## src/rtl/cpw_defines.svh

```systemverilog
// Offsets, field positions, reset values and codes of the clock prescaler block.
// Assumes inclusion by bare name from the design file only.
`ifndef CPW_DEFINES_SVH
`define CPW_DEFINES_SVH
// ==========================================
// Register byte offsets
`define CPW_OFS_SYS_CONTROL_ONE 8'h00
`define CPW_OFS_TIMEKEEPER_MODE 8'h04
`define CPW_OFS_PORT_MODE_TWO 8'h08
`define CPW_OFS_POWER_MODE 8'h0C
`define CPW_OFS_STATUS 8'h10
// ==========================================
// Field positions and reset values
`define CPW_WAIT_SEL_LSB 4
`define CPW_WAIT_SEL_MSB 6
`define CPW_TK_BIT_TWO 2
`define CPW_TK_BIT_THREE 3
`define CPW_EXT_SUB_BIT 0
`define CPW_MED_SEL_LSB 4
`define CPW_MED_SEL_MSB 5
`define CPW_RST_WAIT_SEL 3'h0
`define CPW_RST_TK_MODE 4'h0
`define CPW_RST_MED_SEL 2'h0
// ==========================================
// Operating mode codes
`define CPW_MODE_ACTIVE_HIGH 3'h0
`define CPW_MODE_ACTIVE_MED 3'h1
`define CPW_MODE_SUBACTIVE 3'h2
`define CPW_MODE_SUBSLEEP 3'h3
`define CPW_MODE_WATCH 3'h4
`define CPW_MODE_STANDBY 3'h5
`define CPW_MODE_SLEEP_HIGH 3'h6
`define CPW_MODE_SLEEP_MED 3'h7
// ==========================================
// Counter widths and dividers
`define CPW_SYS_BITS 13
`define CPW_WATCH_BITS 5
`define CPW_WAIT_BITS 18
`define CPW_MED_BASE 7'h0F
`endif

```

## src/rtl/cpw_pkg.sv

```systemverilog
// Types shared by the clock prescaler block and its bench.
// Assumes the defines header is compiled alongside.
package cpw_pkg;
  // ==========================================
  // Wake sequencer states
  typedef enum logic [1:0] {
    CPW_RUN,
    CPW_HALTED,
    CPW_OSC_START,
    CPW_WAIT
  } cpw_state_t;

  // ==========================================
  // Divided-clock enable pulses
  typedef struct packed {
    logic [12:0] sys;
    logic [7:0] watch;
  } cpw_ticks_t;
endpackage : cpw_pkg
```

## src/rtl/cpw_clock_prescaler.sv

```systemverilog
// Clock prescalers, subclock select and wake-up wait sequencer with APB registers.
// Assumes pclk is the system clock reference, subclock pins are synchronous samples,
// and an outside oscillator model honours osc_enable and reports osc_stable.
`timescale 1ns/1ps
`include "cpw_defines.svh"

module cpw_clock_prescaler #(
  parameter logic [7:0][17:0] WAIT_LEN = {
    18'd131072, 18'd16384, 18'd8192, 18'd4096,
    18'd2048, 18'd1024, 18'd16, 18'd8
  }
) (
  input wire logic pclk, // System clock
  input wire logic presetn, // Asynchronous reset, active low
  input wire logic clk_en, // Freezes all state while low, except ticks, which are cleared
  input wire logic psel, // APB select
  input wire logic penable, // APB enable
  input wire logic pwrite, // APB direction
  input wire logic [7:0] paddr, // APB byte address
  input wire logic [31:0] pwdata, // APB write data
  output logic [31:0] prdata, // APB read data
  output logic pready, // APB ready
  output logic pslverr, // APB error on unmapped address
  input wire logic subclock_xtal_in, // Crystal subclock sample
  input wire logic ext_subclock_in, // External subclock pin sample
  input wire logic wake_accept, // Wake interrupt accepted pulse
  input wire logic osc_stable, // System oscillator stabilised
  output logic osc_enable, // System oscillator run request
  output logic cpu_hold, // Holds CPU and peripherals
  output cpw_pkg::cpw_ticks_t ticks // Divided clock enables
);

  // ==========================================
  // Helper functions
  function automatic logic is_halting(input logic [2:0] mode);
    is_halting = (mode == `CPW_MODE_STANDBY) || (mode == `CPW_MODE_WATCH) ||
                 (mode == `CPW_MODE_SUBACTIVE) || (mode == `CPW_MODE_SUBSLEEP);
  endfunction : is_halting

  function automatic logic is_medium(input logic [2:0] mode);
    is_medium = (mode == `CPW_MODE_ACTIVE_MED) || (mode == `CPW_MODE_SLEEP_MED);
  endfunction : is_medium

  // Bit i of the result pulses when bits i..0 carry out on an advance
  function automatic logic [12:0] carry_taps(input logic [12:0] cnt, input logic adv);
    logic [12:0] t;
    t = 13'h0000;
    t[0] = adv && cnt[0];
    // Chained AND keeps every select constant, unlike a loop-indexed part-select
    for (int i = 1; i < 13; i++) begin
      t[i] = t[i - 1] && cnt[i];
    end
    carry_taps = t;
  endfunction : carry_taps

  // ==========================================
  // Register state
  logic [2:0] wake_wait_select;
  logic [3:0] timekeeper_mode_reg;
  logic ext_subclock_select;
  logic [2:0] power_mode;
  logic [1:0] med_div_sel;
  cpw_pkg::cpw_state_t state;
  logic [`CPW_SYS_BITS-1:0] sys_clock_prescaler;
  logic [`CPW_WATCH_BITS-1:0] watch_clock_prescaler;
  logic [1:0] watch_div4;
  logic [6:0] med_div;
  logic [`CPW_WAIT_BITS-1:0] wait_cnt;
  logic sub_prev;

  // ==========================================
  // APB decode
  logic setup_ph;
  logic wr_en;
  logic addr_ok;
  logic wr_sysctl;
  logic wr_tk;
  logic wr_port;
  logic wr_pwr;

  assign setup_ph = psel && !penable;
  assign addr_ok = (paddr == `CPW_OFS_SYS_CONTROL_ONE) ||
                   (paddr == `CPW_OFS_TIMEKEEPER_MODE) ||
                   (paddr == `CPW_OFS_PORT_MODE_TWO) ||
                   (paddr == `CPW_OFS_POWER_MODE) ||
                   (paddr == `CPW_OFS_STATUS);
  // Zero-wait slave: every access completes in its first access cycle
  assign pready = 1'b1;
  assign pslverr = psel && penable && !addr_ok;
  assign wr_en = psel && penable && pwrite && clk_en;
  assign wr_sysctl = wr_en && (paddr == `CPW_OFS_SYS_CONTROL_ONE);
  assign wr_tk = wr_en && (paddr == `CPW_OFS_TIMEKEEPER_MODE);
  assign wr_port = wr_en && (paddr == `CPW_OFS_PORT_MODE_TWO);
  assign wr_pwr = wr_en && (paddr == `CPW_OFS_POWER_MODE);

  // ==========================================
  // Software registers
  always_ff @(posedge pclk or negedge presetn) begin
    if (!presetn) begin
      wake_wait_select <= `CPW_RST_WAIT_SEL;
    end else if (wr_sysctl) begin
      wake_wait_select <= pwdata[`CPW_WAIT_SEL_MSB:`CPW_WAIT_SEL_LSB];
    end
  end

  always_ff @(posedge pclk or negedge presetn) begin
    if (!presetn) begin
      timekeeper_mode_reg <= `CPW_RST_TK_MODE;
    end else if (wr_tk) begin
      timekeeper_mode_reg <= pwdata[3:0];
    end
  end

  always_ff @(posedge pclk or negedge presetn) begin
    if (!presetn) begin
      ext_subclock_select <= 1'b0;
    end else if (wr_port) begin
      ext_subclock_select <= pwdata[`CPW_EXT_SUB_BIT];
    end
  end

  always_ff @(posedge pclk or negedge presetn) begin
    if (!presetn) begin
      med_div_sel <= `CPW_RST_MED_SEL;
    end else if (wr_pwr) begin
      med_div_sel <= pwdata[`CPW_MED_SEL_MSB:`CPW_MED_SEL_LSB];
    end
  end

  // Status read-back; the system prescaler count is deliberately absent
  always_ff @(posedge pclk or negedge presetn) begin
    if (!presetn) begin
      prdata <= 32'h0000_0000;
    end else if (clk_en && setup_ph && !pwrite) begin
      unique case (paddr)
        `CPW_OFS_SYS_CONTROL_ONE: prdata <= {25'h0, wake_wait_select, 4'h0};
        `CPW_OFS_TIMEKEEPER_MODE: prdata <= {28'h0, timekeeper_mode_reg};
        `CPW_OFS_PORT_MODE_TWO: prdata <= {31'h0, ext_subclock_select};
        `CPW_OFS_POWER_MODE: prdata <= {26'h0, med_div_sel, 1'b0, power_mode};
        `CPW_OFS_STATUS: prdata <= {19'h0, watch_clock_prescaler, watch_div4,
                                    2'h0, osc_enable, cpu_hold, state};
        default: prdata <= 32'h0000_0000;
      endcase
    end
  end

  // ==========================================
  // Wake sequencer
  logic enter_low;
  logic wait_done;
  logic [`CPW_WAIT_BITS-1:0] wait_last;

  // Mode writes outside RUN are refused, so they must not stop the oscillator
  assign enter_low = wr_pwr && (state == cpw_pkg::CPW_RUN) && is_halting(pwdata[2:0]);
  assign wait_last = WAIT_LEN[wake_wait_select] - 18'd1;
  assign wait_done = (wait_cnt == wait_last);

  always_ff @(posedge pclk or negedge presetn) begin
    if (!presetn) begin
      state <= cpw_pkg::CPW_RUN;
    end else if (clk_en) begin
      unique case (state)
        cpw_pkg::CPW_RUN: begin
          if (enter_low) begin
            state <= cpw_pkg::CPW_HALTED;
          end
        end
        cpw_pkg::CPW_HALTED: begin
          if (wake_accept) begin
            state <= cpw_pkg::CPW_OSC_START;
          end
        end
        cpw_pkg::CPW_OSC_START: begin
          if (osc_stable) begin
            state <= cpw_pkg::CPW_WAIT;
          end
        end
        cpw_pkg::CPW_WAIT: begin
          if (wait_done) begin
            state <= cpw_pkg::CPW_RUN;
          end
        end
      endcase
    end
  end

  // Counts system clock states once the oscillator is stable
  always_ff @(posedge pclk or negedge presetn) begin
    if (!presetn) begin
      wait_cnt <= 18'h0_0000;
    end else if (clk_en) begin
      if (state == cpw_pkg::CPW_WAIT && !wait_done) begin
        wait_cnt <= wait_cnt + 18'd1;
      end else begin
        wait_cnt <= 18'h0_0000;
      end
    end
  end

  // Mode register; on release the device always lands in high-speed active mode, since no halting mode is medium
  always_ff @(posedge pclk or negedge presetn) begin
    if (!presetn) begin
      power_mode <= `CPW_MODE_ACTIVE_HIGH;
    end else if (clk_en) begin
      if (state == cpw_pkg::CPW_WAIT && wait_done) begin
        power_mode <= is_medium(power_mode) ? `CPW_MODE_ACTIVE_MED
                                            : `CPW_MODE_ACTIVE_HIGH;
      end else if (wr_pwr && state == cpw_pkg::CPW_RUN) begin
        power_mode <= pwdata[2:0];
      end
    end
  end

  always_ff @(posedge pclk or negedge presetn) begin
    if (!presetn) begin
      osc_enable <= 1'b1;
      cpu_hold <= 1'b0;
    end else if (clk_en) begin
      osc_enable <= !(state == cpw_pkg::CPW_HALTED && !wake_accept) && !enter_low;
      cpu_hold <= (state != cpw_pkg::CPW_RUN && !(state == cpw_pkg::CPW_WAIT && wait_done))
                  || enter_low;
    end
  end

  // ==========================================
  // System clock prescaler
  logic sys_run;
  logic sys_adv;
  logic med_tick;
  logic [6:0] med_mask;

  assign sys_run = (state == cpw_pkg::CPW_RUN);
  assign med_mask = 7'((`CPW_MED_BASE << med_div_sel) | `CPW_MED_BASE);
  assign med_tick = ((med_div & med_mask) == med_mask);
  // In medium speed the prescaler advances once per selected oscillator division
  assign sys_adv = sys_run && (!is_medium(power_mode) || med_tick);

  always_ff @(posedge pclk or negedge presetn) begin
    if (!presetn) begin
      med_div <= 7'h00;
    end else if (clk_en) begin
      if (!sys_run || !is_medium(power_mode) || med_tick) begin
        med_div <= 7'h00;
      end else begin
        med_div <= med_div + 7'h01;
      end
    end
  end

  always_ff @(posedge pclk or negedge presetn) begin
    if (!presetn) begin
      sys_clock_prescaler <= 13'h0000;
    end else if (clk_en) begin
      if (!sys_run) begin
        sys_clock_prescaler <= 13'h0000;
      end else if (sys_adv) begin
        sys_clock_prescaler <= sys_clock_prescaler + 13'h0001;
      end
    end
  end

  // ==========================================
  // Subclock select and watch clock prescaler
  logic sub_sel;
  logic watch_edge;
  logic div4_tick;
  logic tk_clear;
  logic [12:0] watch_taps;

  assign sub_sel = ext_subclock_select ? ext_subclock_in : subclock_xtal_in;
  // Pins are already synchronous, so one stage suffices for edge detection
  assign watch_edge = sub_sel && !sub_prev;
  assign div4_tick = watch_edge && (watch_div4 == 2'h3);
  assign tk_clear = wr_tk && pwdata[`CPW_TK_BIT_THREE] && pwdata[`CPW_TK_BIT_TWO];

  always_ff @(posedge pclk or negedge presetn) begin
    if (!presetn) begin
      sub_prev <= 1'b0;
    end else if (clk_en) begin
      sub_prev <= sub_sel;
    end
  end

  // Watch path ignores the power mode: it only needs subclock edges
  always_ff @(posedge pclk or negedge presetn) begin
    if (!presetn) begin
      watch_div4 <= 2'h0;
    end else if (clk_en && watch_edge) begin
      watch_div4 <= watch_div4 + 2'h1;
    end
  end

  always_ff @(posedge pclk or negedge presetn) begin
    if (!presetn) begin
      watch_clock_prescaler <= 5'h00;
    end else if (clk_en) begin
      if (tk_clear) begin
        watch_clock_prescaler <= 5'h00;
      end else if (div4_tick) begin
        watch_clock_prescaler <= watch_clock_prescaler + 5'h01;
      end
    end
  end

  assign watch_taps = carry_taps({6'h00, watch_clock_prescaler, watch_div4}, watch_edge);

  // ==========================================
  // Divided clock enables
  // Registered pulses cost one cycle of latency but keep outputs glitch free
  always_ff @(posedge pclk or negedge presetn) begin
    if (!presetn) begin
      ticks <= '0;
    end else if (clk_en) begin
      ticks.sys <= carry_taps(sys_clock_prescaler, sys_adv);
      ticks.watch <= {watch_taps[6:0] & {7{!tk_clear}}, watch_edge};
    end else begin
      ticks <= '0;
    end
  end

endmodule : cpw_clock_prescaler

```

## config.mk

```make
export PLATFORM = sky130hd
export DESIGN_NAME = cpw_clock_prescaler
export DESIGN_NICKNAME = d
export VERILOG_FILES = /design/src/rtl/cpw_pkg.sv /design/src/rtl/cpw_clock_prescaler.sv
export VERILOG_INCLUDE_DIRS = /design/src /design/src/rtl
export SDC_FILE = /design/constraint.sdc
export NUM_CORES = 1
export LEC_CHECK = 0
export ABC_AREA = 1
export BUFFER_PORTS_ARGS = -buffer_cell sky130_fd_sc_hd__buf_2
export CAP_MARGIN = 40
export CORE_MARGIN = 2
export CORE_UTILIZATION = 55
export DETAILED_ROUTE_END_ITERATION = 16
export PLACE_DENSITY = 0.84
export SYNTH_ARGS = -nofsm -noshare
export SYNTH_HDL_FRONTEND = slang
export SYNTH_SLANG_ARGS = --single-unit
export TNS_END_PERCENT = 1
```

## constraint.sdc

```tcl
create_clock -name pclk -period 2.4 [get_ports pclk]
set_clock_uncertainty 0.05 [all_clocks]
set_input_delay 0.24 -clock pclk [delete_from_list [all_inputs] [get_ports pclk]]
set_output_delay 0.24 -clock pclk [all_outputs]
set_load 0.1 [all_outputs]
```

### Yosys cells after proc, flatten, opt, wreduce, memory -nomap -nowiden

Memories as Yosys holds them, arrays and structs flattened.
Index checks and enable logic that the tools add are counted.

* mux-type cells: 18
* eq/ne operators: 21
* bitwise logic cells: 2
* $lt $le $gt $ge: 1
* $add $sub $neg: 6
* shift-type cells: 1
* reductions and logical operators: 77

Operator list (count)
* one-hot mux 13 bit (5 select lines): 1
* logical AND 1 bit: 44
* 2-to-1 mux 18 bit: 2
* 2-to-1 mux 13 bit: 2
* 2-to-1 mux 21 bit: 1
* adder 18 x 1 -> 18 bit, second input constant: 1
* == test 18 bit: 1
* subtractor 18 x 1 -> 18 bit, second input constant: 1
* == test 8 x 4 -> 1 bit, second input constant: 2
* bitwise AND 7 bit: 2
* adder 13 x 1 -> 13 bit, second input constant: 1
* zero test 1 bit: 12
* logical OR 1 bit: 12
* 2-to-1 mux 5 bit: 2
* == test 3 bit, second input constant: 3
* == test 8 x 3 -> 1 bit, second input constant: 1
* == test 8 x 5 -> 1 bit, second input constant: 1
* zero test 8 bit: 1
* 2-to-1 mux 2 bit: 4
* inequality test 2 bit, second input constant: 4
* one-hot mux 2 bit (4 select lines): 1
* adder 7 x 1 -> 7 bit, second input constant: 1
* == test 7 bit: 1
* 2-to-1 mux 7 bit: 1
* other kinds (15): 24

* logic and storage cells: 144
* output and inout port bits: 57
* flip-flop bits (word level): 116
* memory bits (read-only): 144
* bits of input ports: 50
* memories kept: 1

Memory list
* (no name shown): depth 8, width 18, rd ports 1, clocked after Yosys merged registers in 0, wr ports 0, RTL line cpw_clock_prescaler.sv:155 `assign wait_last = WAIT_LEN[wake_wait_select] - 18'd1;`

### Longest topological paths before layout

* depth in word-level cells: 19
* depth in mapped cells: 13
* mapped depth without buffers: 13

### Worst setup path after synthesis

No wires, ideal clock.

* kind: input to output
* start: input paddr[4]
* end: output pslverr
* arrival: 2.737 ns
* path slack: -0.627 ns
* buffers on the path: 0
* stages: 4
* data required time: 2.110 ns
* cell sequence: inv_1 nand3_1 inv_1 a211oi_1

* word-level cells in the longest chain between the ends: 7
* elaborated cells between the ends (all ways): 11
* classes of those cells: 4 x eq/ne; 7 x reduce/logical

RTL lines
* start: declaration: RTL line cpw_clock_prescaler.sv:19 `input wire logic [7:0] paddr,`
* == test 8 x 3 -> 1 bit / zero test 8 bit (equally long branches)
* logical OR 1 bit (3 in a row): RTL line cpw_clock_prescaler.sv:82 `` assign addr_ok = (paddr == `CPW_OFS_SYS_CONTROL_ONE) || ``
* logical OR 1 bit *: RTL line cpw_clock_prescaler.sv:82
* zero test 1 bit *: RTL line cpw_clock_prescaler.sv:89 `assign pslverr = psel && penable && !addr_ok;`
* logical AND 1 bit *: RTL line cpw_clock_prescaler.sv:89
* end: declaration: RTL line cpw_clock_prescaler.sv:23 `output logic pslverr,`

Every way passes the cells marked *; elsewhere a longest branch is shown, timed or not.

### Worst setup path after layout

* start: register state[0]
* end: register ticks[18] (netlist bit)

* word-level cells in the longest chain between the ends: 14

RTL lines
* start: declaration: RTL line cpw_clock_prescaler.sv:63 `cpw_pkg::cpw_state_t state;`
* start signal: assignment: RTL line cpw_clock_prescaler.sv:160 `state <= cpw_pkg::CPW_RUN;`
* start signal: assignment: RTL line cpw_clock_prescaler.sv:165 `state <= cpw_pkg::CPW_HALTED;`
* start signal: assignment: RTL line cpw_clock_prescaler.sv:170 `state <= cpw_pkg::CPW_OSC_START;`
* zero test 2 bit: RTL line cpw_clock_prescaler.sv:232 `assign sys_run = (state == cpw_pkg::CPW_RUN);`
* logical AND 1 bit: RTL line cpw_clock_prescaler.sv:236 `assign sys_adv = sys_run && (!is_medium(power_mode) || med_tick);`
* logical AND 1 bit: RTL line cpw_clock_prescaler.sv:48 `t[0] = adv && cnt[0];`
* logical AND 1 bit (10 in a row): RTL line cpw_clock_prescaler.sv:51 `t[i] = t[i - 1] && cnt[i];`
* 2-to-1 mux 21 bit: RTL line cpw_clock_prescaler.sv:313 `end else if (clk_en) begin`
* end: declaration: RTL line cpw_clock_prescaler.sv:30 `output cpw_pkg::cpw_ticks_t ticks`

Every way passes these cells.
A chain may end at the register's enable or synchronous reset.

==> results.tsv <==
metric	value	unit
setup_tns	0	ns
fp.coreArea	0.00881	sq mm
grt_usage	0.232	
p_int	2.50	mW
status	finished clean	
dp_slack	0.223	ns
cp.required	2.64	ns
detailed_place_hpwl	8170	um
drc_errors	0	
antenna_cells	0	
ys_warn_count	0	
max_slew_margin	0.562	
slowest_stage	dfrtp_1	
yosys.area.top_type	dfrtp_1	
firstDrtPassIters	5	
ir_drop	0.394	mV
postLayoutCoreUtil	0.644	
layoutNonFillerInstCount	826	
gp_congestion	0.907	
cp_common_cell	nor3_1	
clk_latency	0.37	ns
ff2ff_path_depth	9	
start_kind	flop	
endpoint_kind	flop	
regMostFlops	ticks	
cts.path.max_buffers	2	
rows	34	
viasPerCell	5.32	
cts_buffers	9	
power.clock.fraction	0.278	
synth_common_cells	nand2_1, dfrtp_1, inv_1, nor2_1, nand3_1	
fmax	0.474	GHz
clock-sinks	97	
max_cap_viol_count	0	
finalSetupViolations	0	
area_delta_synth_final	12.4	%
detail-route-antenna-nets	0	
clk_pin_slew	0.10	ns
p_per_area	701	mW/mm^2
setup_ws	0.290	ns
htree_num_levels	3	
multi_input_area	0.00216	sq mm
wl_per_cell	13.3	um
die_y	99.8	um
rsz0062_at_grt	no	
drt_wl_total	10900	um
dpl.cell_count	809	
cts_tree	built	
swShare	0.372	
synthFlopType	dfrtp_1	
drt_iter0_drc	267	
grt_pass1_wl	18500	um
start_util	0.573	
leakage	2.92	nW
min_to	wake_wait_select[2]	
via_count	4398	
async_flop_share	1.00	
reg.largest.list	ticks: 21 flops, wait_cnt: 18 flops	
post-route-min-period	2.11	ns
finalPower	3.98	mW
hold_path.class	input port to flop	
p_sw	1.48	mW
path_cells	inv_1 > ha_1 > inv_2 > buf_4 > nor3_1 > nand4_1 > nor2_1 > nand2_1 > nor3_1	
report.final.slew_viol_count	0	
hold_depth	3	
dieArea	0.00996	sq mm
worstHoldStart	pwdata[6]	
ff2ff_setup_slack	0.29	ns
seqPwrFrac	0.471	
largest_register_ffs	21	
grt_pass1_vias	4193	
ios	107	
path_max_fanout	9	
syn-cell-area	0.00505	sq mm
synth-seq-cells	97	
seq_area_frac_synth	0.481	
synth.most_common_cell	nand2_1	
grt_overflow	0	
yosys-top-cells-area	dfrtp_1, nand2_1, inv_1	
power_frac_comb	0.251	
yosys.area.top_type_share	0.476	
avgSynthCellArea	7.87	sq um
synth_edf_count	0	
final_hold_viol_count	0	
drive_gt1_frac	0.145	
grt_max_degree	52	
port_buffers	61	
slowest_delay	0.44	ns
reg2reg_from	state[0]	
ctsRootBufferMaster	clkbuf_8	
seq_area	0.00243	sq mm
synth_cells	641	
fill_cells	728	
r2r_end	ticks[18]	
grt_antenna_before_repair	0	
die_x	99.8	um
synth_cell_types	39	
tightest_slew	0.658	ns
period_share	0.879	
critPathArrivalTime	2.35	ns
finalNetCount	772	
path_class	flop to flop	
==> timing repair <==
item / CTS / global route
hold endpoints to repair: 48 / 0
hold buffers: 1 / 0
gates resized for setup: 0 / 1
buffers inserted: 0 / 0
setup endpoints to repair: 0 / 8
==> metal layers <==
layer	vias up	part of all wire	global-route usage
li1	2151	-	-
met1	2087	0.42	0.284
met2	136	0.51	0.407
met3	24	0.049	0.0411
met4	0	0.019	0.0959
met5	-	0	0
==> power by group through the flow <==
stage | logic, mW | registers (mW) | clock network (mW)
3_5_place_dp | 0.983 | 1.90 | 0
2_1_floorplan | 0.614 | 2.04 | 0
5_1_grt | 1.10 | 1.89 | 1.19
6_report | 0.997 | 1.87 | 1.10
4_1_cts | 0.995 | 1.87 | 1.13
3_3_place_gp | 0.952 | 1.89 | 0
==> per-stage QoR <==
stage,cell area (sq um),hold slack [ns]
finish,5670,0.0738
global placement,5450,0.257
global route,5670,0.0922
detailed placement,5460,0.260
floorplan,5120,-0.106
CTS,5670,0.0574
==> worst max-delay path by stage <==
| stage | startpoint | to | slack [ns] | cells past startpoint |
|---|---|---|---|---|
| detailed placement | med_div[0] | sys_clock_prescaler[5] | 0.22 | 10 |
| finish | state[0] | ticks[18] | 0.29 | 9 |
| CTS | med_div[0] | sys_clock_prescaler[5] | 0.19 | 10 |
| global route | state[0] | ticks[16] | 0.12 | 9 |
| global placement | med_div[0] | sys_clock_prescaler[4] | 0.05 | 10 |
| floorplan | paddr[4] | pslverr | 0.33 | 4 |
==> cells by family after synthesis <==
kind of cell	Yosys count	synth area share
adders and majority gates	9	0.0223
other	2	0.00149
xor gates and xnor gates	18	0.0312
buffers and inverters	117	0.105
AOI/OAI and AO/OA	76	0.0863
and+or+nand+nor	322	0.273
DFF	97	0.481
==> final cells by class <==
class	count	share of cell area
inverters	87	0.0580
clock buffers	10	0.0225
repair buffers	73	0.0728
multi-input cells	445	0.381
clock inverters	6	0.0135
flip-flops and latches	97	0.428
well taps	108	0.0238
==> worst max-delay path, delay by kind of cell (launching register included) <==
| family | cells | cell delay [ns] |
|---|---|---|
| flip-flops | 1 | 0.44 |
| adder cells (fa/ha/maj) | 1 | 0.19 |
| AND/OR/NAND/NOR | 5 | 1.04 |
| buffers and inverters | 3 | 0.31 |
==> placed cells by master (no fill, tap or decap), types with 11 or more instances in the layout <==
master | netlist | routed
nor3_1 | 20 | 20
nand3_1 | 46 | 46
conb_1 | 2 | 20
nand4_1 | 11 | 11
nor2_1 | 82 | 81
dfrtp_1 | 96 | 96
xor2_1 | 13 | 13
buf_2 | 4 | 60
nand2_1 | 149 | 149
buf_4 | 22 | 11
a21oi_1 | 15 | 15
o21ai_0 | 37 | 37
inv_1 | 83 | 83
Power figures use the tool's default switching activity.
